[config.mk]
export PLATFORM = sky130hd
export DESIGN_NAME = mcr_regs
export DESIGN_NICKNAME = d
export VERILOG_FILES = /design/src/design/mcr_pkg.sv /design/src/design/mcr_regs.sv
export SDC_FILE = /design/constraint.sdc
export NUM_CORES = 1
export LEC_CHECK = 0
export ABC_CLOCK_PERIOD_IN_PS = 2600
export BUFFER_PORTS_ARGS = -buffer_cell sky130_fd_sc_hd__buf_2
export CAP_MARGIN = 20
export CORE_AREA = 3 3 183 185
export CTS_CLUSTER_DIAMETER = 30
export DETAILED_ROUTE_END_ITERATION = 12
export DIE_AREA = 0 0 186 188
export GPL_ROUTABILITY_DRIVEN = 0
export GPL_TIMING_DRIVEN = 0
export PLACE_DENSITY = 0.8
export RECOVER_POWER = 50
export SETUP_SLACK_MARGIN = 0.3
export SLEW_MARGIN = 20
export SYNTH_ARGS = -nofsm -noshare
export SYNTH_HDL_FRONTEND = slang
export SYNTH_SLANG_ARGS = --single-unit
[constraint.sdc]
create_clock -name hclk -period 2.6 [get_ports hclk]
set_clock_uncertainty 0.05 [all_clocks]
set_input_delay 0.13 -clock hclk [delete_from_list [all_inputs] [get_ports hclk]]
set_output_delay 0.13 -clock hclk [all_outputs]
set_load 0.01 [all_outputs]
[src/design/mcr_pkg.sv]
// Package: register map, reset values and carrier types of the metering config slice
package mcr_pkg;
    // Register indices as printed; byte address is four times the index
    localparam logic [15:0] IDX_LAST_DATA   = 16'hE5FF;
    localparam logic [15:0] IDX_PEAK_PHASE  = 16'hE600;
    localparam logic [15:0] IDX_DELAY_FIRST = 16'hE601;
    localparam logic [15:0] IDX_DELAY_SECND = 16'hE602;
    localparam logic [15:0] IDX_DELAY_THIRD = 16'hE603;
    localparam logic [15:0] IDX_RSV_A_LO    = 16'hE604;
    localparam logic [15:0] IDX_RSV_A_HI    = 16'hE606;
    localparam logic [15:0] IDX_LINE_PERIOD = 16'hE607;
    localparam logic [15:0] IDX_NO_LOAD     = 16'hE608;
    localparam logic [15:0] IDX_RSV_B_LO    = 16'hE609;
    localparam logic [15:0] IDX_RSV_B_HI    = 16'hE60B;
    localparam logic [15:0] IDX_LINE_CYC    = 16'hE60C;
    localparam logic [15:0] IDX_ZX_TIMEOUT  = 16'hE60D;
    localparam logic [15:0] IDX_COMP_CTRL   = 16'hE60E;
    localparam logic [15:0] IDX_GAIN_SEL    = 16'hE60F;
    localparam logic [15:0] IDX_PULSE_CFG   = 16'hE610;
    localparam logic [15:0] IDX_PULSE_ONE   = 16'hE611;
    localparam logic [15:0] IDX_PULSE_TWO   = 16'hE612;
    localparam logic [15:0] IDX_PULSE_THREE = 16'hE613;
    localparam logic [15:0] IDX_ANGLE_TRIM  = 16'hE614;
    // Reset values
    localparam logic [15:0] RST_LINE_CYC    = 16'hFFFF;
    localparam logic [15:0] RST_ZX_TIMEOUT  = 16'hFFFF;
    localparam logic [15:0] RST_COMP_CTRL   = 16'h01FF;
    localparam logic [15:0] RST_GAIN_SEL    = 16'h0000;
    localparam logic [15:0] RST_PULSE_CFG   = 16'h0E88;
    localparam logic [15:0] RST_PULSE_DIV   = 16'h0000;
    localparam logic [9:0]  RST_ANGLE_TRIM  = 10'h000;
    // Field layout of the angle trim: 10-bit signed in a 16-bit frame
    localparam int          TRIM_WIDTH      = 10;
    localparam int          TRIM_SIGN_POS   = 9;
    // AHB transfer type and size codes
    localparam logic [1:0]  HTRANS_NONSEQ   = 2'h2;
    localparam logic [2:0]  HSIZE_WORD      = 3'h2;

    // Bus-phase states, Gray along idle -> write -> read
    typedef enum logic [1:0] {
        MCR_IDLE  = 2'h0,
        MCR_WRITE = 2'h1,
        MCR_READ  = 2'h3
    } mcr_phase_type;

    // Measurement values handed in by the datapath
    typedef struct packed {
        logic [15:0] peak_phase;
        logic [15:0] delay_first;
        logic [15:0] delay_second;
        logic [15:0] delay_third;
        logic [15:0] line_period;
        logic [15:0] no_load;
    } mcr_meas_type;

    // Configuration values presented to the datapath
    typedef struct packed {
        logic [15:0] line_cycle_count;
        logic [15:0] zero_cross_timeout;
        logic [15:0] computation_control;
        logic [15:0] input_gain_select;
        logic [15:0] pulse_output_config;
        logic [15:0] pulse_one_divider;
        logic [15:0] pulse_two_divider;
        logic [15:0] pulse_three_divider;
        logic [9:0]  phase_a_angle_trim;
    } mcr_cfg_type;

    // Whole module state
    typedef struct packed {
        mcr_phase_type phase;
        logic [15:0]   index;
        logic          hreadyout;
        logic [31:0]   hrdata;
        logic [31:0]   last_data;
        mcr_meas_type  meas;
        mcr_cfg_type   cfg;
    } mcr_state_type;
endpackage : mcr_pkg

[src/design/mcr_regs.sv]
// Metering configuration register slice behind an AHB-Lite slave
//
// The AHB-Lite slave port was decided locally.
`timescale 1ns/1ps

// Contract
// - Capture each word transfer's data, read-only
// - Phase A trim: 10-bit signed, zero reset
// - Peak phase status read-only at E600
// - Three read-only phase delay registers
// - Line period read-only at E607
// - No-load status read-only at E608
// - Line cycle count, resets all ones
// - Zero-cross timeout, resets all ones
// - Computation control resets to 01FF
// - Gain select resets to zero
// - Pulse output config resets to 0E88
module mcr_regs (
    input  wire logic                 hclk,
    input  wire logic                 hresetn,
    input  wire logic                 hsel,
    input  wire logic [31:0]          haddr,
    input  wire logic [1:0]           htrans,
    input  wire logic                 hwrite,
    input  wire logic [2:0]           hsize,
    input  wire logic [31:0]          hwdata,
    input  wire logic                 hready,
    output logic                      hreadyout,
    output logic                      hresp,
    output logic [31:0]               hrdata,
    input  wire mcr_pkg::mcr_meas_type meas_in,
    output mcr_pkg::mcr_cfg_type      cfg_out
);

    // Registered state and its next value
    mcr_pkg::mcr_state_type st;
    mcr_pkg::mcr_state_type next_st;

    // Read mux over the word index
    function automatic logic [31:0] read_word(
        input logic [15:0]           idx,
        input mcr_pkg::mcr_state_type s
    );
        logic [31:0] w;
        w = 32'h0000_0000;
        case (idx)
            mcr_pkg::IDX_LAST_DATA:   w = s.last_data;
            mcr_pkg::IDX_PEAK_PHASE:  w = {16'h0000, s.meas.peak_phase};
            mcr_pkg::IDX_DELAY_FIRST: w = {16'h0000, s.meas.delay_first};
            mcr_pkg::IDX_DELAY_SECND: w = {16'h0000, s.meas.delay_second};
            mcr_pkg::IDX_DELAY_THIRD: w = {16'h0000, s.meas.delay_third};
            mcr_pkg::IDX_LINE_PERIOD: w = {16'h0000, s.meas.line_period};
            mcr_pkg::IDX_NO_LOAD:     w = {16'h0000, s.meas.no_load};
            mcr_pkg::IDX_LINE_CYC:    w = {16'h0000, s.cfg.line_cycle_count};
            mcr_pkg::IDX_ZX_TIMEOUT:  w = {16'h0000, s.cfg.zero_cross_timeout};
            mcr_pkg::IDX_COMP_CTRL:   w = {16'h0000, s.cfg.computation_control};
            mcr_pkg::IDX_GAIN_SEL:    w = {16'h0000, s.cfg.input_gain_select};
            mcr_pkg::IDX_PULSE_CFG:   w = {16'h0000, s.cfg.pulse_output_config};
            mcr_pkg::IDX_PULSE_ONE:   w = {16'h0000, s.cfg.pulse_one_divider};
            mcr_pkg::IDX_PULSE_TWO:   w = {16'h0000, s.cfg.pulse_two_divider};
            mcr_pkg::IDX_PULSE_THREE: w = {16'h0000, s.cfg.pulse_three_divider};
            // Zero-padded into the 16-bit frame, zero above
            mcr_pkg::IDX_ANGLE_TRIM:  w = 32'(s.cfg.phase_a_angle_trim);
            default:                  w = 32'h0000_0000;                 // Unmapped reads zero
        endcase
        return w;
    endfunction : read_word

    // Address-phase acceptance
    logic        take;
    logic [15:0] take_index;
    assign take       = hsel && hready && (htrans == mcr_pkg::HTRANS_NONSEQ);
    assign take_index = haddr[17:2];

    // Next-state logic: address phase, data phase, captures
    always_comb begin
        next_st           = st;
        next_st.meas      = meas_in;          // Measurement values tracked every cycle
        next_st.hreadyout = 1'b1;             // Zero-wait slave
        // Data phase of a write: capture the data, store into RW registers only
        if (st.phase == mcr_pkg::MCR_WRITE) begin
            next_st.last_data = hwdata;
            case (st.index)
                mcr_pkg::IDX_LINE_CYC:    next_st.cfg.line_cycle_count    = hwdata[15:0];
                mcr_pkg::IDX_ZX_TIMEOUT:  next_st.cfg.zero_cross_timeout  = hwdata[15:0];
                mcr_pkg::IDX_COMP_CTRL:   next_st.cfg.computation_control = hwdata[15:0];
                mcr_pkg::IDX_GAIN_SEL:    next_st.cfg.input_gain_select   = hwdata[15:0];
                mcr_pkg::IDX_PULSE_CFG:   next_st.cfg.pulse_output_config = hwdata[15:0];
                mcr_pkg::IDX_PULSE_ONE:   next_st.cfg.pulse_one_divider   = hwdata[15:0];
                mcr_pkg::IDX_PULSE_TWO:   next_st.cfg.pulse_two_divider   = hwdata[15:0];
                mcr_pkg::IDX_PULSE_THREE: next_st.cfg.pulse_three_divider = hwdata[15:0];
                mcr_pkg::IDX_ANGLE_TRIM:
                    next_st.cfg.phase_a_angle_trim = hwdata[mcr_pkg::TRIM_WIDTH-1:0];
                // Read-only, reserved and unmapped words keep their contents
                default: next_st.cfg = st.cfg;
            endcase
        end
        // Data phase of a read: the word on hrdata is the transferred data
        if (st.phase == mcr_pkg::MCR_READ) begin
            next_st.last_data = st.hrdata;
        end
        // Address phase
        next_st.phase = mcr_pkg::MCR_IDLE;
        if (take) begin
            next_st.index = take_index;
            if (hwrite) begin
                next_st.phase = mcr_pkg::MCR_WRITE;
            end else begin
                next_st.phase  = mcr_pkg::MCR_READ;
                next_st.hrdata = read_word(take_index, st);
            end
        end
    end

    // State register
    always_ff @(posedge hclk or negedge hresetn) begin
        if (!hresetn) begin
            st                             <= '0;
            st.phase                       <= mcr_pkg::MCR_IDLE;
            st.hreadyout                   <= 1'b1;
            st.cfg.line_cycle_count        <= mcr_pkg::RST_LINE_CYC;
            st.cfg.zero_cross_timeout      <= mcr_pkg::RST_ZX_TIMEOUT;
            st.cfg.computation_control     <= mcr_pkg::RST_COMP_CTRL;
            st.cfg.input_gain_select       <= mcr_pkg::RST_GAIN_SEL;
            st.cfg.pulse_output_config     <= mcr_pkg::RST_PULSE_CFG;
            st.cfg.pulse_one_divider       <= mcr_pkg::RST_PULSE_DIV;
            st.cfg.pulse_two_divider       <= mcr_pkg::RST_PULSE_DIV;
            st.cfg.pulse_three_divider     <= mcr_pkg::RST_PULSE_DIV;
            st.cfg.phase_a_angle_trim      <= mcr_pkg::RST_ANGLE_TRIM;
        end else begin
            st <= next_st;
        end
    end

    // Outputs straight from flip-flops; response always OKAY
    assign hreadyout = st.hreadyout;
    assign hrdata    = st.hrdata;
    assign hresp     = 1'b0;
    assign cfg_out   = st.cfg;

    // Assertions
    last_write_cap_a: assert property (@(posedge hclk) disable iff (!hresetn)
        (take && hwrite) ##1 1'b1 |=> (st.last_data == $past(hwdata)))
        else $error("capture register missed write data");
    last_read_cap_a: assert property (@(posedge hclk) disable iff (!hresetn)
        (take && !hwrite) |=> ##1 (st.last_data == $past(hrdata)))
        else $error("capture register missed read data");
    ro_write_keep_a: assert property (@(posedge hclk) disable iff (!hresetn)
        (take && hwrite && (take_index < mcr_pkg::IDX_LINE_CYC)) |=> ##1 $stable(st.cfg))
        else $error("write to read-only word changed configuration");
    trim_sign_a: assert property (@(posedge hclk) disable iff (!hresetn)
        (take && !hwrite && (take_index == mcr_pkg::IDX_ANGLE_TRIM))
        |=> (hrdata[31:10] == 22'h000000) && (hrdata[9:0] == $past(cfg_out.phase_a_angle_trim)))
        else $error("angle trim frame not zero padded");
    peak_read_a: assert property (@(posedge hclk) disable iff (!hresetn)
        (take && !hwrite && (take_index == mcr_pkg::IDX_PEAK_PHASE))
        |=> (hrdata == {16'h0000, $past(st.meas.peak_phase)}))
        else $error("peak phase read wrong");
    delay_read_a: assert property (@(posedge hclk) disable iff (!hresetn)
        (take && !hwrite && (take_index == mcr_pkg::IDX_DELAY_THIRD))
        |=> (hrdata == {16'h0000, $past(st.meas.delay_third)}))
        else $error("third delay read wrong");
    period_read_a: assert property (@(posedge hclk) disable iff (!hresetn)
        (take && !hwrite && (take_index == mcr_pkg::IDX_LINE_PERIOD))
        |=> (hrdata == {16'h0000, $past(st.meas.line_period)}))
        else $error("line period read wrong");
    noload_read_a: assert property (@(posedge hclk) disable iff (!hresetn)
        (take && !hwrite && (take_index == mcr_pkg::IDX_NO_LOAD))
        |=> (hrdata == {16'h0000, $past(st.meas.no_load)}))
        else $error("no-load read wrong");
    line_cycle_count_write_a: assert property (@(posedge hclk) disable iff (!hresetn)
        (take && hwrite && (take_index == mcr_pkg::IDX_LINE_CYC))
        |=> ##1 (cfg_out.line_cycle_count == $past(hwdata[15:0])))
        else $error("line cycle count not written");
    ready_always_a: assert property (@(posedge hclk) disable iff (!hresetn)
        hreadyout && !hresp)
        else $error("slave stalled or errored");

    // Write path of the zero-cross timeout word
    zx_write_a: assert property (@(posedge hclk) disable iff (!hresetn)
        (take && hwrite && (take_index == mcr_pkg::IDX_ZX_TIMEOUT))
        |=> ##1 (cfg_out.zero_cross_timeout == $past(hwdata[15:0])))
        else $error("zero-cross timeout not written");

    // Write path of the computation control word
    comp_write_a: assert property (@(posedge hclk) disable iff (!hresetn)
        (take && hwrite && (take_index == mcr_pkg::IDX_COMP_CTRL))
        |=> ##1 (cfg_out.computation_control == $past(hwdata[15:0])))
        else $error("computation control not written");

    // Write path of the gain select word
    gain_write_a: assert property (@(posedge hclk) disable iff (!hresetn)
        (take && hwrite && (take_index == mcr_pkg::IDX_GAIN_SEL))
        |=> ##1 (cfg_out.input_gain_select == $past(hwdata[15:0])))
        else $error("gain select not written");

    // Write path of the pulse output configuration
    pulse_cfg_write_a: assert property (@(posedge hclk) disable iff (!hresetn)
        (take && hwrite && (take_index == mcr_pkg::IDX_PULSE_CFG))
        |=> ##1 (cfg_out.pulse_output_config == $past(hwdata[15:0])))
        else $error("pulse output config not written");

    // Write paths of the three pulse dividers
    div_one_write_a: assert property (@(posedge hclk) disable iff (!hresetn)
        (take && hwrite && (take_index == mcr_pkg::IDX_PULSE_ONE))
        |=> ##1 (cfg_out.pulse_one_divider == $past(hwdata[15:0])))
        else $error("first pulse divider not written");
    div_two_write_a: assert property (@(posedge hclk) disable iff (!hresetn)
        (take && hwrite && (take_index == mcr_pkg::IDX_PULSE_TWO))
        |=> ##1 (cfg_out.pulse_two_divider == $past(hwdata[15:0])))
        else $error("second pulse divider not written");
    div_three_write_a: assert property (@(posedge hclk) disable iff (!hresetn)
        (take && hwrite && (take_index == mcr_pkg::IDX_PULSE_THREE))
        |=> ##1 (cfg_out.pulse_three_divider == $past(hwdata[15:0])))
        else $error("third pulse divider not written");

    // Write path of the angle trim: low ten bits kept
    trim_write_a: assert property (@(posedge hclk) disable iff (!hresetn)
        (take && hwrite && (take_index == mcr_pkg::IDX_ANGLE_TRIM))
        |=> ##1 (cfg_out.phase_a_angle_trim == $past(hwdata[9:0])))
        else $error("angle trim not written");

    // Read paths of the first two delay words
    delay_one_read_a: assert property (@(posedge hclk) disable iff (!hresetn)
        (take && !hwrite && (take_index == mcr_pkg::IDX_DELAY_FIRST))
        |=> (hrdata == {16'h0000, $past(st.meas.delay_first)}))
        else $error("first delay read wrong");
    delay_two_read_a: assert property (@(posedge hclk) disable iff (!hresetn)
        (take && !hwrite && (take_index == mcr_pkg::IDX_DELAY_SECND))
        |=> (hrdata == {16'h0000, $past(st.meas.delay_second)}))
        else $error("second delay read wrong");

    // Capture register reads back its value before the transfer
    cap_read_a: assert property (@(posedge hclk) disable iff (!hresetn)
        (take && !hwrite && (take_index == mcr_pkg::IDX_LAST_DATA))
        |=> (hrdata == $past(st.last_data)))
        else $error("capture register read wrong");

    // Read data stands until the next read is taken
    rdata_hold_a: assert property (@(posedge hclk) disable iff (!hresetn)
        !(take && !hwrite) |=> $stable(hrdata))
        else $error("read data moved without a read");

    // Configuration moves only in a write data phase
    cfg_hold_a: assert property (@(posedge hclk) disable iff (!hresetn)
        (st.phase != mcr_pkg::MCR_WRITE) |=> $stable(cfg_out))
        else $error("configuration moved without a write");

    // Cover the main scenarios
    cov_trim_c: cover property (@(posedge hclk) disable iff (!hresetn)
        take && !hwrite && (take_index == mcr_pkg::IDX_ANGLE_TRIM));
    cov_ro_write_c: cover property (@(posedge hclk) disable iff (!hresetn)
        take && hwrite && (take_index == mcr_pkg::IDX_NO_LOAD));
    cov_write_c: cover property (@(posedge hclk) disable iff (!hresetn)
        take && hwrite && (take_index == mcr_pkg::IDX_PULSE_CFG));
    cov_read_c: cover property (@(posedge hclk) disable iff (!hresetn)
        take && !hwrite && (take_index == mcr_pkg::IDX_LAST_DATA));
    cov_b2b_c: cover property (@(posedge hclk) disable iff (!hresetn)
        (take && hwrite) ##1 (take && !hwrite));

endmodule : mcr_regs

==> flow_summary.ini, run 1 <==
[run_status]
status = finished clean

[critical_path]
crit_fanout = 10
critPathArrivalTime_ns = 2.72
crit_start = haddr[4]
slowest_stage = or4b_4
path_cells = buf_2, or4b_4, buf_6, nor4_4, buf_2, a222oi_1, nand3_1, nor2_1, o21ai_1
rr_startpoint = st[304]
max_stage_delay_ns = 0.62
crit_path_end_kind = flop
r2r-end = cfg_out[72]
cp_common_cell = buf_2
reg2regPathDepth = 8
reg2reg_slack_ns = 0.35
timing.critical_path.from_type = input pin
critical_path_class = input pin to flop
crit_required_ns = 3.05

[hold_path]
min_path_cells = 3
hold_path_class = input pin to flop
holdCritStartpoint = hwdata[7]
holdPathEnd = st[241]

[place]
hpwl_um = 33600
port_buffers = 306

[timing]
min_period_over_period = 0.876
rsz0062_at_grt = yes
finalSetupViolations = 0
slew_headroom = 0.101
max_freq_ghz = 0.439
worst_pin_slew_ns = 1.35
tns_ns = 0
finalCriticalPeriod_ns = 2.28
hold_viol_final = 0
drv_slew = 0

[global_routing]
antenna_found_initial = 2
overflow = 0
track_usage = 0.301
grt_pass1_wl_um = 78000
grt_pass1_vias = 13000
grt_max_degree = 97

[power]
ir_drop_v = 0.000593
p_total_mw = 16.0
power_density_nw_per_um2 = 768
leakage_nw = 9.98

[synth]
syn_area_um2 = 14300
synth-compound-area-share = 0.0902
synthDistinctLibCells = 52
synth_fp_nets = 1339
yosys-mux-area-fraction = 0.140
ys_async_sr_fraction = 1.00
synthAdderAreaFrac = 0
synth.avg_cell_area_um2 = 12.2
ys_seq_area_frac = 0.557
synth_edf_count = 0
yosys.area_share.simple = 0.0997
synth_top_flop_cell = dfrtp_1
synth_xor_area_frac = 0
syn_inst = 1169
synth_top_family_by_area = multiplexers
synth_seq_cells = 316
yosysWarnings = 0

[routing]
remaining_drc_errors = 0
drt-wirelength-per-cell_um = 24.6
drt-pass1-iter-count = 8
detail-route-antenna-nets = 0
vias_per_cell = 5.58
wl_um = 53900
vias = 12200
drt_iter0_markers = 924

[die]
core_area_um2 = 32200
start_util = 0.444
io_pins = 342
die_w_um = 186
die-height_um = 188
row_count = 66
die_area_um2 = 35000

[layout]
regArea_um2 = 7970
syn_to_final_growth_pct = 45.4
mostFrequentLayoutCell = dfrtp_1
drive_above_1_share = 0.402
layout_common_cells = dfrtp_1 (270), buf_2 (263), buf_4 (197), dlygate4sd3_1 (135), mux2_1 (130)
multi_input_area_um2 = 4860
utilization = 0.646
fill_cells = 2341
nNetsFinal = 1889

[flow_run]
max_cap_viol_count = 0

[clock_network]
cts.path.max_buffers = 3
cts_tree = built
clockRootBuffer = clkbuf_16
insertion_delay_ns = 0.57
cts_buffers = 75
cts.clk_slew.worst_paths_ns = 0.04
clkSinkCount = 316
htreeDepth = 3
## layout make-up
cell class                      instances  area share
Timing Repair Buffer                  473       0.150
Multi-Input combinational cell        610       0.234
Buffer                                240      0.0828
Inverter                                3    0.000541
Tap cell                              408      0.0245
Antenna cell                            2    0.000241
Sequential cell                       316       0.383
Clock buffer                           96       0.101
Clock inverter                         41      0.0241
## how the worst max path moves through the flow
stage | end | slack [ns] | cells past startpoint
floorplan | cfg_out[31] | 0.41 | 6
global placement | st[149] | -4.42 | 1
detailed placement | hrdata[13] | -0.68 | 8
CTS | cfg_out[72] | 0.25 | 8
global route | cfg_out[116] | 0.25 | 4
finish | hrdata[0] | 0.32 | 9
## synthesized netlist by cell type, types with 32 or more instances
library cell / count / area share
dfrtp_1: 270 / 0.47
buf_4: 174 / 0.091
mux2_1: 130 / 0.10
nand2_1: 104 / 0.027
a22oi_1: 56 / 0.029
nor2_1: 49 / 0.013
dfstp_2: 46 / 0.084
nand3_1: 36 / 0.013
clkbuf_1: 34 / 0.0089
mux2i_1: 34 / 0.024
a21oi_1: 32 / 0.011
## critical path, delay by kind of cell
| kind | cells | cell delay, ns |
|---|---|---|
| AOI/OAI and AO/OA | 2 | 0.27 |
| buffers and inverters | 3 | 0.79 |
| and+or+nand+nor | 4 | 1.51 |
## through the flow
stage	hold slack, ns	setup WS (ns)	instances	instance area, um2
3_5_place_dp	0.0732	-0.681	1887	16500
2_1_floorplan	-0.216	0.413	1169	14300
5_1_grt	0.0604	0.246	2189	20800
3_3_place_gp	0.189	-4.42	1883	16300
6_report	0.0421	0.323	2189	20800
4_1_cts	0.0284	0.252	2171	20700
## power by group
part	total [mW]	leakage, nW	switching (mW)	internal, mW
registers	5.39	3.76	0.178	5.21
clock network	9.62	1.25	3.02	6.60
logic	0.975	4.96	0.503	0.472
## what timing repair did
item | 4_1_cts | 5_1_grt
pin swaps | 9 | 14
hold buffers | 135 | 0
endpoints found under the setup margin | 158 | 133
buffers inserted | 11 | 15
endpoints found under the hold margin | 308 | 0
gates cloned | 1 | 0
resized for setup | 47 | 12
## sequential cells by signal (all words and copies together), names as in the netlist
name     count
st         146
cfg_out    138
hrdata      32
## layer usage
metal / vias up / part of all wire / global-route usage
met5: - / 0 / 0
met4: 0 / 0.051 / 0.155
met3: 192 / 0.071 / 0.0619
met2: 716 / 0.49 / 0.505
met1: 6140 / 0.39 / 0.364
li1: 5156 / - / -
## kinds of logic (layout without fill, tap and decap cells)
logic type	count (synthesis)	in the layout
AOI/OAI and AO/OA	173	173
buffers and inverters	243	853
DFF	316	316
muxes	181	181
other	2	4
and+or+nand+nor	254	254
Power figures use the tool's default switching activity.
==> run 2: changes to the inputs <==
- CTS_BUF_LIST: default -> sky130_fd_sc_hd__clkbuf_8
==> run 2 against run 1 <==
Net effect:
- highest routed layer unchanged
- combinational power decreased by 0.7%
- non-clock buffer count fell by 2
- critical path type unchanged
- largest power group unchanged
- via count is 1.4% lower
- count of clock-buffer cells in the layout fell by 7
- the run now ends with negative hold slack left
- hold slack got worse by 0.062 ns
- first-iteration DRC count decreased by 9.4%
- core utilization decreased by 2.5 points
- global-route usage decreased by 0.74 points
- worst setup slack gained 0.023 ns
==> flow_summary.ini, run 2 (synthesis gave the netlist of run 1 again) <==
[routing]
vias = 12000
detail-route-antenna-nets = 0
wl_um = 51800
drt-pass1-iter-count = 6
remaining_drc_errors = 0
drt-wirelength-per-cell_um = 23.7
drt_iter0_markers = 837
vias_per_cell = 5.50

[clock_network]
insertion_delay_ns = 0.61
cts_buffers = 75
clkSinkCount = 316
cts_tree = built
cts.clk_slew.worst_paths_ns = 0.06
cts.path.max_buffers = 3
htreeDepth = 3
clockRootBuffer = clkbuf_8

[timing]
drv_slew = 0
hold_viol_final = 7
max_freq_ghz = 0.444
worst_pin_slew_ns = 1.35
slew_headroom = 0.0983
finalSetupViolations = 0
whs_ns = -0.0202
finalCriticalPeriod_ns = 2.25
rsz0062_at_grt = no
tns_ns = 0
min_period_over_period = 0.867

[die]
die_w_um = 186
die_area_um2 = 35000
start_util = 0.444
die-height_um = 188
io_pins = 342
row_count = 66
core_area_um2 = 32200

[place]
place_area_um2 = 16500
dp.cells = 1887
hpwl_um = 33600
port_buffers = 306

[layout]
fin_cells = 2187
syn_to_final_growth_pct = 39.7
fill_cells = 2437
drive_above_1_share = 0.422
utilization = 0.621
nNetsFinal = 1887
layout_common_cells = buf_2 (306), dfrtp_1 (270), buf_4 (193), dlygate4sd3_1 (141), mux2_1 (130)
largest_reg_flops = 146
mostFrequentLayoutCell = buf_2
final_area_um2 = 20000
regMostFlops = st

[critical_path]
max_stage_delay_ns = 0.96
reg2regPathDepth = 7
crit_path_end_kind = flop
critical_path_class = input pin to flop
critPathArrivalTime_ns = 2.74
crit_required_ns = 3.09
timing.critical_path.from_type = input pin
cp_common_cell = buf_2
path_cells = buf_2, nand4bb_1, nor4_4, buf_2, a22oi_1, nand3_1, nor2_1, o21ai_1
crit_fanout = 10
slowest_stage = nor4_4

[flow_run]
max_cap_viol_count = 0

[power]
ir_drop_v = 0.000472
leakage_nw = 9.75
power_density_nw_per_um2 = 653

[global_routing]
overflow = 0
grt_pass1_wl_um = 76300
grt_util_met3 = 0.0596
track_usage = 0.293
grt_pass1_vias = 12600
busiest_layer = met2
groute.layer.met1.usage = 0.363
antenna_found_initial = 1
grt_use_met2 = 0.494
grt_max_degree = 97

[run_status]
violations = negative hold slack
status = finished, violations left

[hold_path]
hold_path_class = input pin to async pin
-- run 2: cell types whose count changed in the layout (fill, tap and decap cells not counted), sizes merged --
cell         delta
clkbuf         -52
buf            +37
inv             +9
dlygate4sd3     +6
clkinv          -5
clkinvlp        +3
bufinv          +1
diode           -1
-- run 2: area by class of cell --
cell class | instances | area (um2) | area share
flip-flops and latches | 316 | 7970 | 0.398
diodes | 1 | 2.50 | 0.000125
repair buffers | 471 | 3170 | 0.158
plain buffers | 240 | 1720 | 0.0863
inverters | 3 | 11.3 | 0.000563
well taps | 408 | 510 | 0.0255
clock inverters | 49 | 528 | 0.0264
clock buffers | 89 | 1220 | 0.0613
multi-input cells | 610 | 4850 | 0.243
-- run 2: through the flow --
| stage | setup WS, ns | hold WS (ns) | total power [mW] |
|---|---|---|---|
| 2_1_floorplan | 0.413 | -0.216 | 5.77 |
| 3_3_place_gp | -4.42 | 0.189 | 6.15 |
| 3_5_place_dp | -0.681 | 0.0732 | 6.20 |
| 4_1_cts | 0.266 | 0.00868 | 13.1 |
| 5_1_grt | 0.260 | 0.0122 | 13.5 |
| 6_report | 0.345 | -0.0202 | 13.1 |
-- run 2: report_power, final --
group / leakage, nW / internal [mW] / switching (mW)
Combinational: 5.10 / 0.478 / 0.490
Sequential: 3.76 / 5.20 / 0.173
Clock: 0.893 / 4.16 / 2.56
-- run 2: worst max-delay path: cells and delay by family --
kind	cells	cell delay, ns
AOI/OAI and AO/OA	2	0.25
buffers and inverters	2	0.64
and+or+nand+nor	4	1.70
-- run 2: final timing paths --
check	slack [ns]	end	start
max in group asynchronous	0.62	cfg_out[116]	hresetn
max reg2reg	0.36	cfg_out[72]	st[316]
min in group hclk	0.05	st[234]	hwdata[0]
max	0.35	hrdata[13]	haddr[3]
min	-0.02	st[218]	hresetn
min reg2reg	0.43	st[314]	st[314]
-- run 2: per-layer routing --
layer | share of wire | wire length (um)
met3 | 0.073 | 3800
met1 | 0.39 | 20000
met2 | 0.49 | 25600
met5 | 0 | 0
met4 | 0.047 | 2430
-- run 2: what timing repair did --
item,4_1_cts,5_1_grt
gates cloned,1,0
hold buffers,141,0
endpoints found under the setup margin,159,113
resized for setup,46,11
pin swaps,8,7
buffers inserted,11,8
endpoints found under the hold margin,426,0
==> run 3: changes to the inputs <==
- CORE_AREA: 3 3 183 185 -> 3 3 199 201
- DIE_AREA: 0 0 186 188 -> 0 0 202 204
- PLACE_DENSITY: 0.8 -> 0.71
==> run 3 against run 2 <==
Net effect:
- the run now ends clean
- final cell count is 5.2% higher
- highest routed layer unchanged
- worst setup slack worse by 0.040 ns
- wire length is 2.6% higher
- critical path depth is 3 higher
- count of clock-buffer cells in the layout is 7 higher
- via count is 1.8% lower
- clock power is 1% higher
- hold slack better by 0.040 ns
==> flow_summary.ini, run 3 (synthesis gave the netlist of run 1 again) <==
[critical_path]
reg2reg_slack_ns = 0.37
reg2regPathDepth = 7
crit_path_end_kind = flop
r2r-end = cfg_out[72]
timing.critical_path.from_type = input pin
critPathArrivalTime_ns = 2.79
rr_startpoint = st[316]
crit_required_ns = 3.09
critical_path_class = input pin to flop
crit_fanout = 10

[timing]
drv_slew = 0
finalCriticalPeriod_ns = 2.29
finalSetupViolations = 0
min_period_over_period = 0.882
layout_setup_ws_ns = 0.306
hold_viol_final = 0
slew_headroom = 0.0887
max_freq_ghz = 0.436
tns_ns = 0
worst_pin_slew_ns = 1.37
rsz0062_at_grt = yes
whs_ns = 0.0199

[layout]
nNetsFinal = 1890
regMostFlops = st
largest_reg_flops = 146
drive_above_1_share = 0.416
fill_cells = 3174
mostFrequentLayoutCell = buf_2
layout_common_cells = buf_2 (304), dfrtp_1 (270), buf_4 (185), dlygate4sd3_1 (144), mux2_1 (130)
syn_to_final_growth_pct = 40.9
utilization = 0.534
n_antenna_cell = 0

[global_routing]
grt_pass1_vias = 12400
grt_pass1_wl_um = 77300
track_usage = 0.253
overflow = 0
antenna_found_initial = 0
grt_max_degree = 101

[run_status]
status = finished clean

[power]
leakage_nw = 9.80
power_density_nw_per_um2 = 651
p_total_mw = 13.1
ir_drop_v = 0.000512

[die]
io_pins = 342
die-height_um = 204
core_area_um2 = 37800
row_count = 71
start_util = 0.379
die_area_um2 = 41200
die_w_um = 202

[routing]
remaining_drc_errors = 0
drt-wirelength-per-cell_um = 23.1
drt_iter0_markers = 861
wl_um = 53200
detail-route-antenna-nets = 0
vias = 11800
vias_per_cell = 5.13
drt-pass1-iter-count = 7

[clock_network]
cts.path.max_buffers = 3
clkSinkCount = 316
cts_tree = built
insertion_delay_ns = 0.63
htreeDepth = 3
cts.clk_slew.worst_paths_ns = 0.05
cts_buffers = 82
clockRootBuffer = clkbuf_8

[hold_path]
hold_path_class = input pin to async pin

[place]
hpwl_um = 35700
port_buffers = 306
pre_cts_slack_ns = -0.597

[flow_run]
max_cap_viol_count = 0
==> run 3: cell count changes in the layout (fill, tap and decap cells not counted), moves of 5 or more <==
cell        delta
clkinvlp_4     -5
buf_4          -8
clkbuf_8       +6
clkbuf_1       +5
inv_1         +10
==> run 3: through the flow <==
step | cells | area (um2)
2_1_floorplan | 1169 | 14300
3_3_place_gp | 1986 | 16500
6_report | 2301 | 20200
5_1_grt | 2301 | 20200
4_1_cts | 2296 | 20100
3_5_place_dp | 1990 | 16600
==> run 3: where the power goes <==
part / switching (mW) / leakage [nW] / internal, mW / total [mW]
clock network: 2.59 / 0.992 / 4.20 / 6.79
logic: 0.482 / 5.05 / 0.475 / 0.957
registers: 0.171 / 3.76 / 5.20 / 5.38
total: 3.25 / 9.80 / 9.88 / 13.1
==> run 3: what timing repair did <==
item | 4_1_cts | 5_1_grt
setup buffers | 8 | 4
pin swaps | 8 | 6
endpoints found under the hold margin | 401 | 0
hold buffers | 144 | 0
endpoints found under the setup margin | 141 | 110
gates resized for setup | 45 | 13
==> run 3: worst max-delay path by stage <==
stage               slack, ns  startpoint     endpoint  cells after the start
floorplan                0.41     st[304]  cfg_out[31]                      6
global placement        -4.55     hresetn      st[180]                      1
detailed placement      -0.60     st[316]  cfg_out[63]                      7
CTS                      0.30     st[304]  cfg_out[40]                      6
global route             0.20     hresetn      st[200]                      4
finish                   0.31   haddr[14]    hrdata[2]                     11
==> run 3: metal layers <==
metal  vias to the layer above  track usage  share of wire
met2                       569        0.426           0.48
met1                      5959        0.321           0.41
met4                         0       0.0974          0.034
li1                       5163            -              -
met5                         -            0              0
met3                       123       0.0548          0.069
==> run 3: critical path, stage by stage <==
cell	delay (ns)
buf_2	0.10
nand4bb_1	0.22
buf_4	0.23
buf_4	0.22
buf_2	0.22
nor4_2	0.73
buf_2	0.45
a22oi_1	0.12
nand3_1	0.17
nor2_1	0.07
o21ai_1	0.12
==> run 3: layout make-up <==
class / count / area (um2) / area share
Tap cell: 511 / 639 / 0.0317
Clock inverter: 58 / 509 / 0.0253
Buffer: 240 / 1730 / 0.0860
Inverter: 3 / 11.3 / 0.000559
Clock buffer: 96 / 1320 / 0.0655
Timing Repair Buffer: 467 / 3130 / 0.155
Multi-Input combinational cell: 610 / 4850 / 0.240
Sequential cell: 316 / 7970 / 0.395
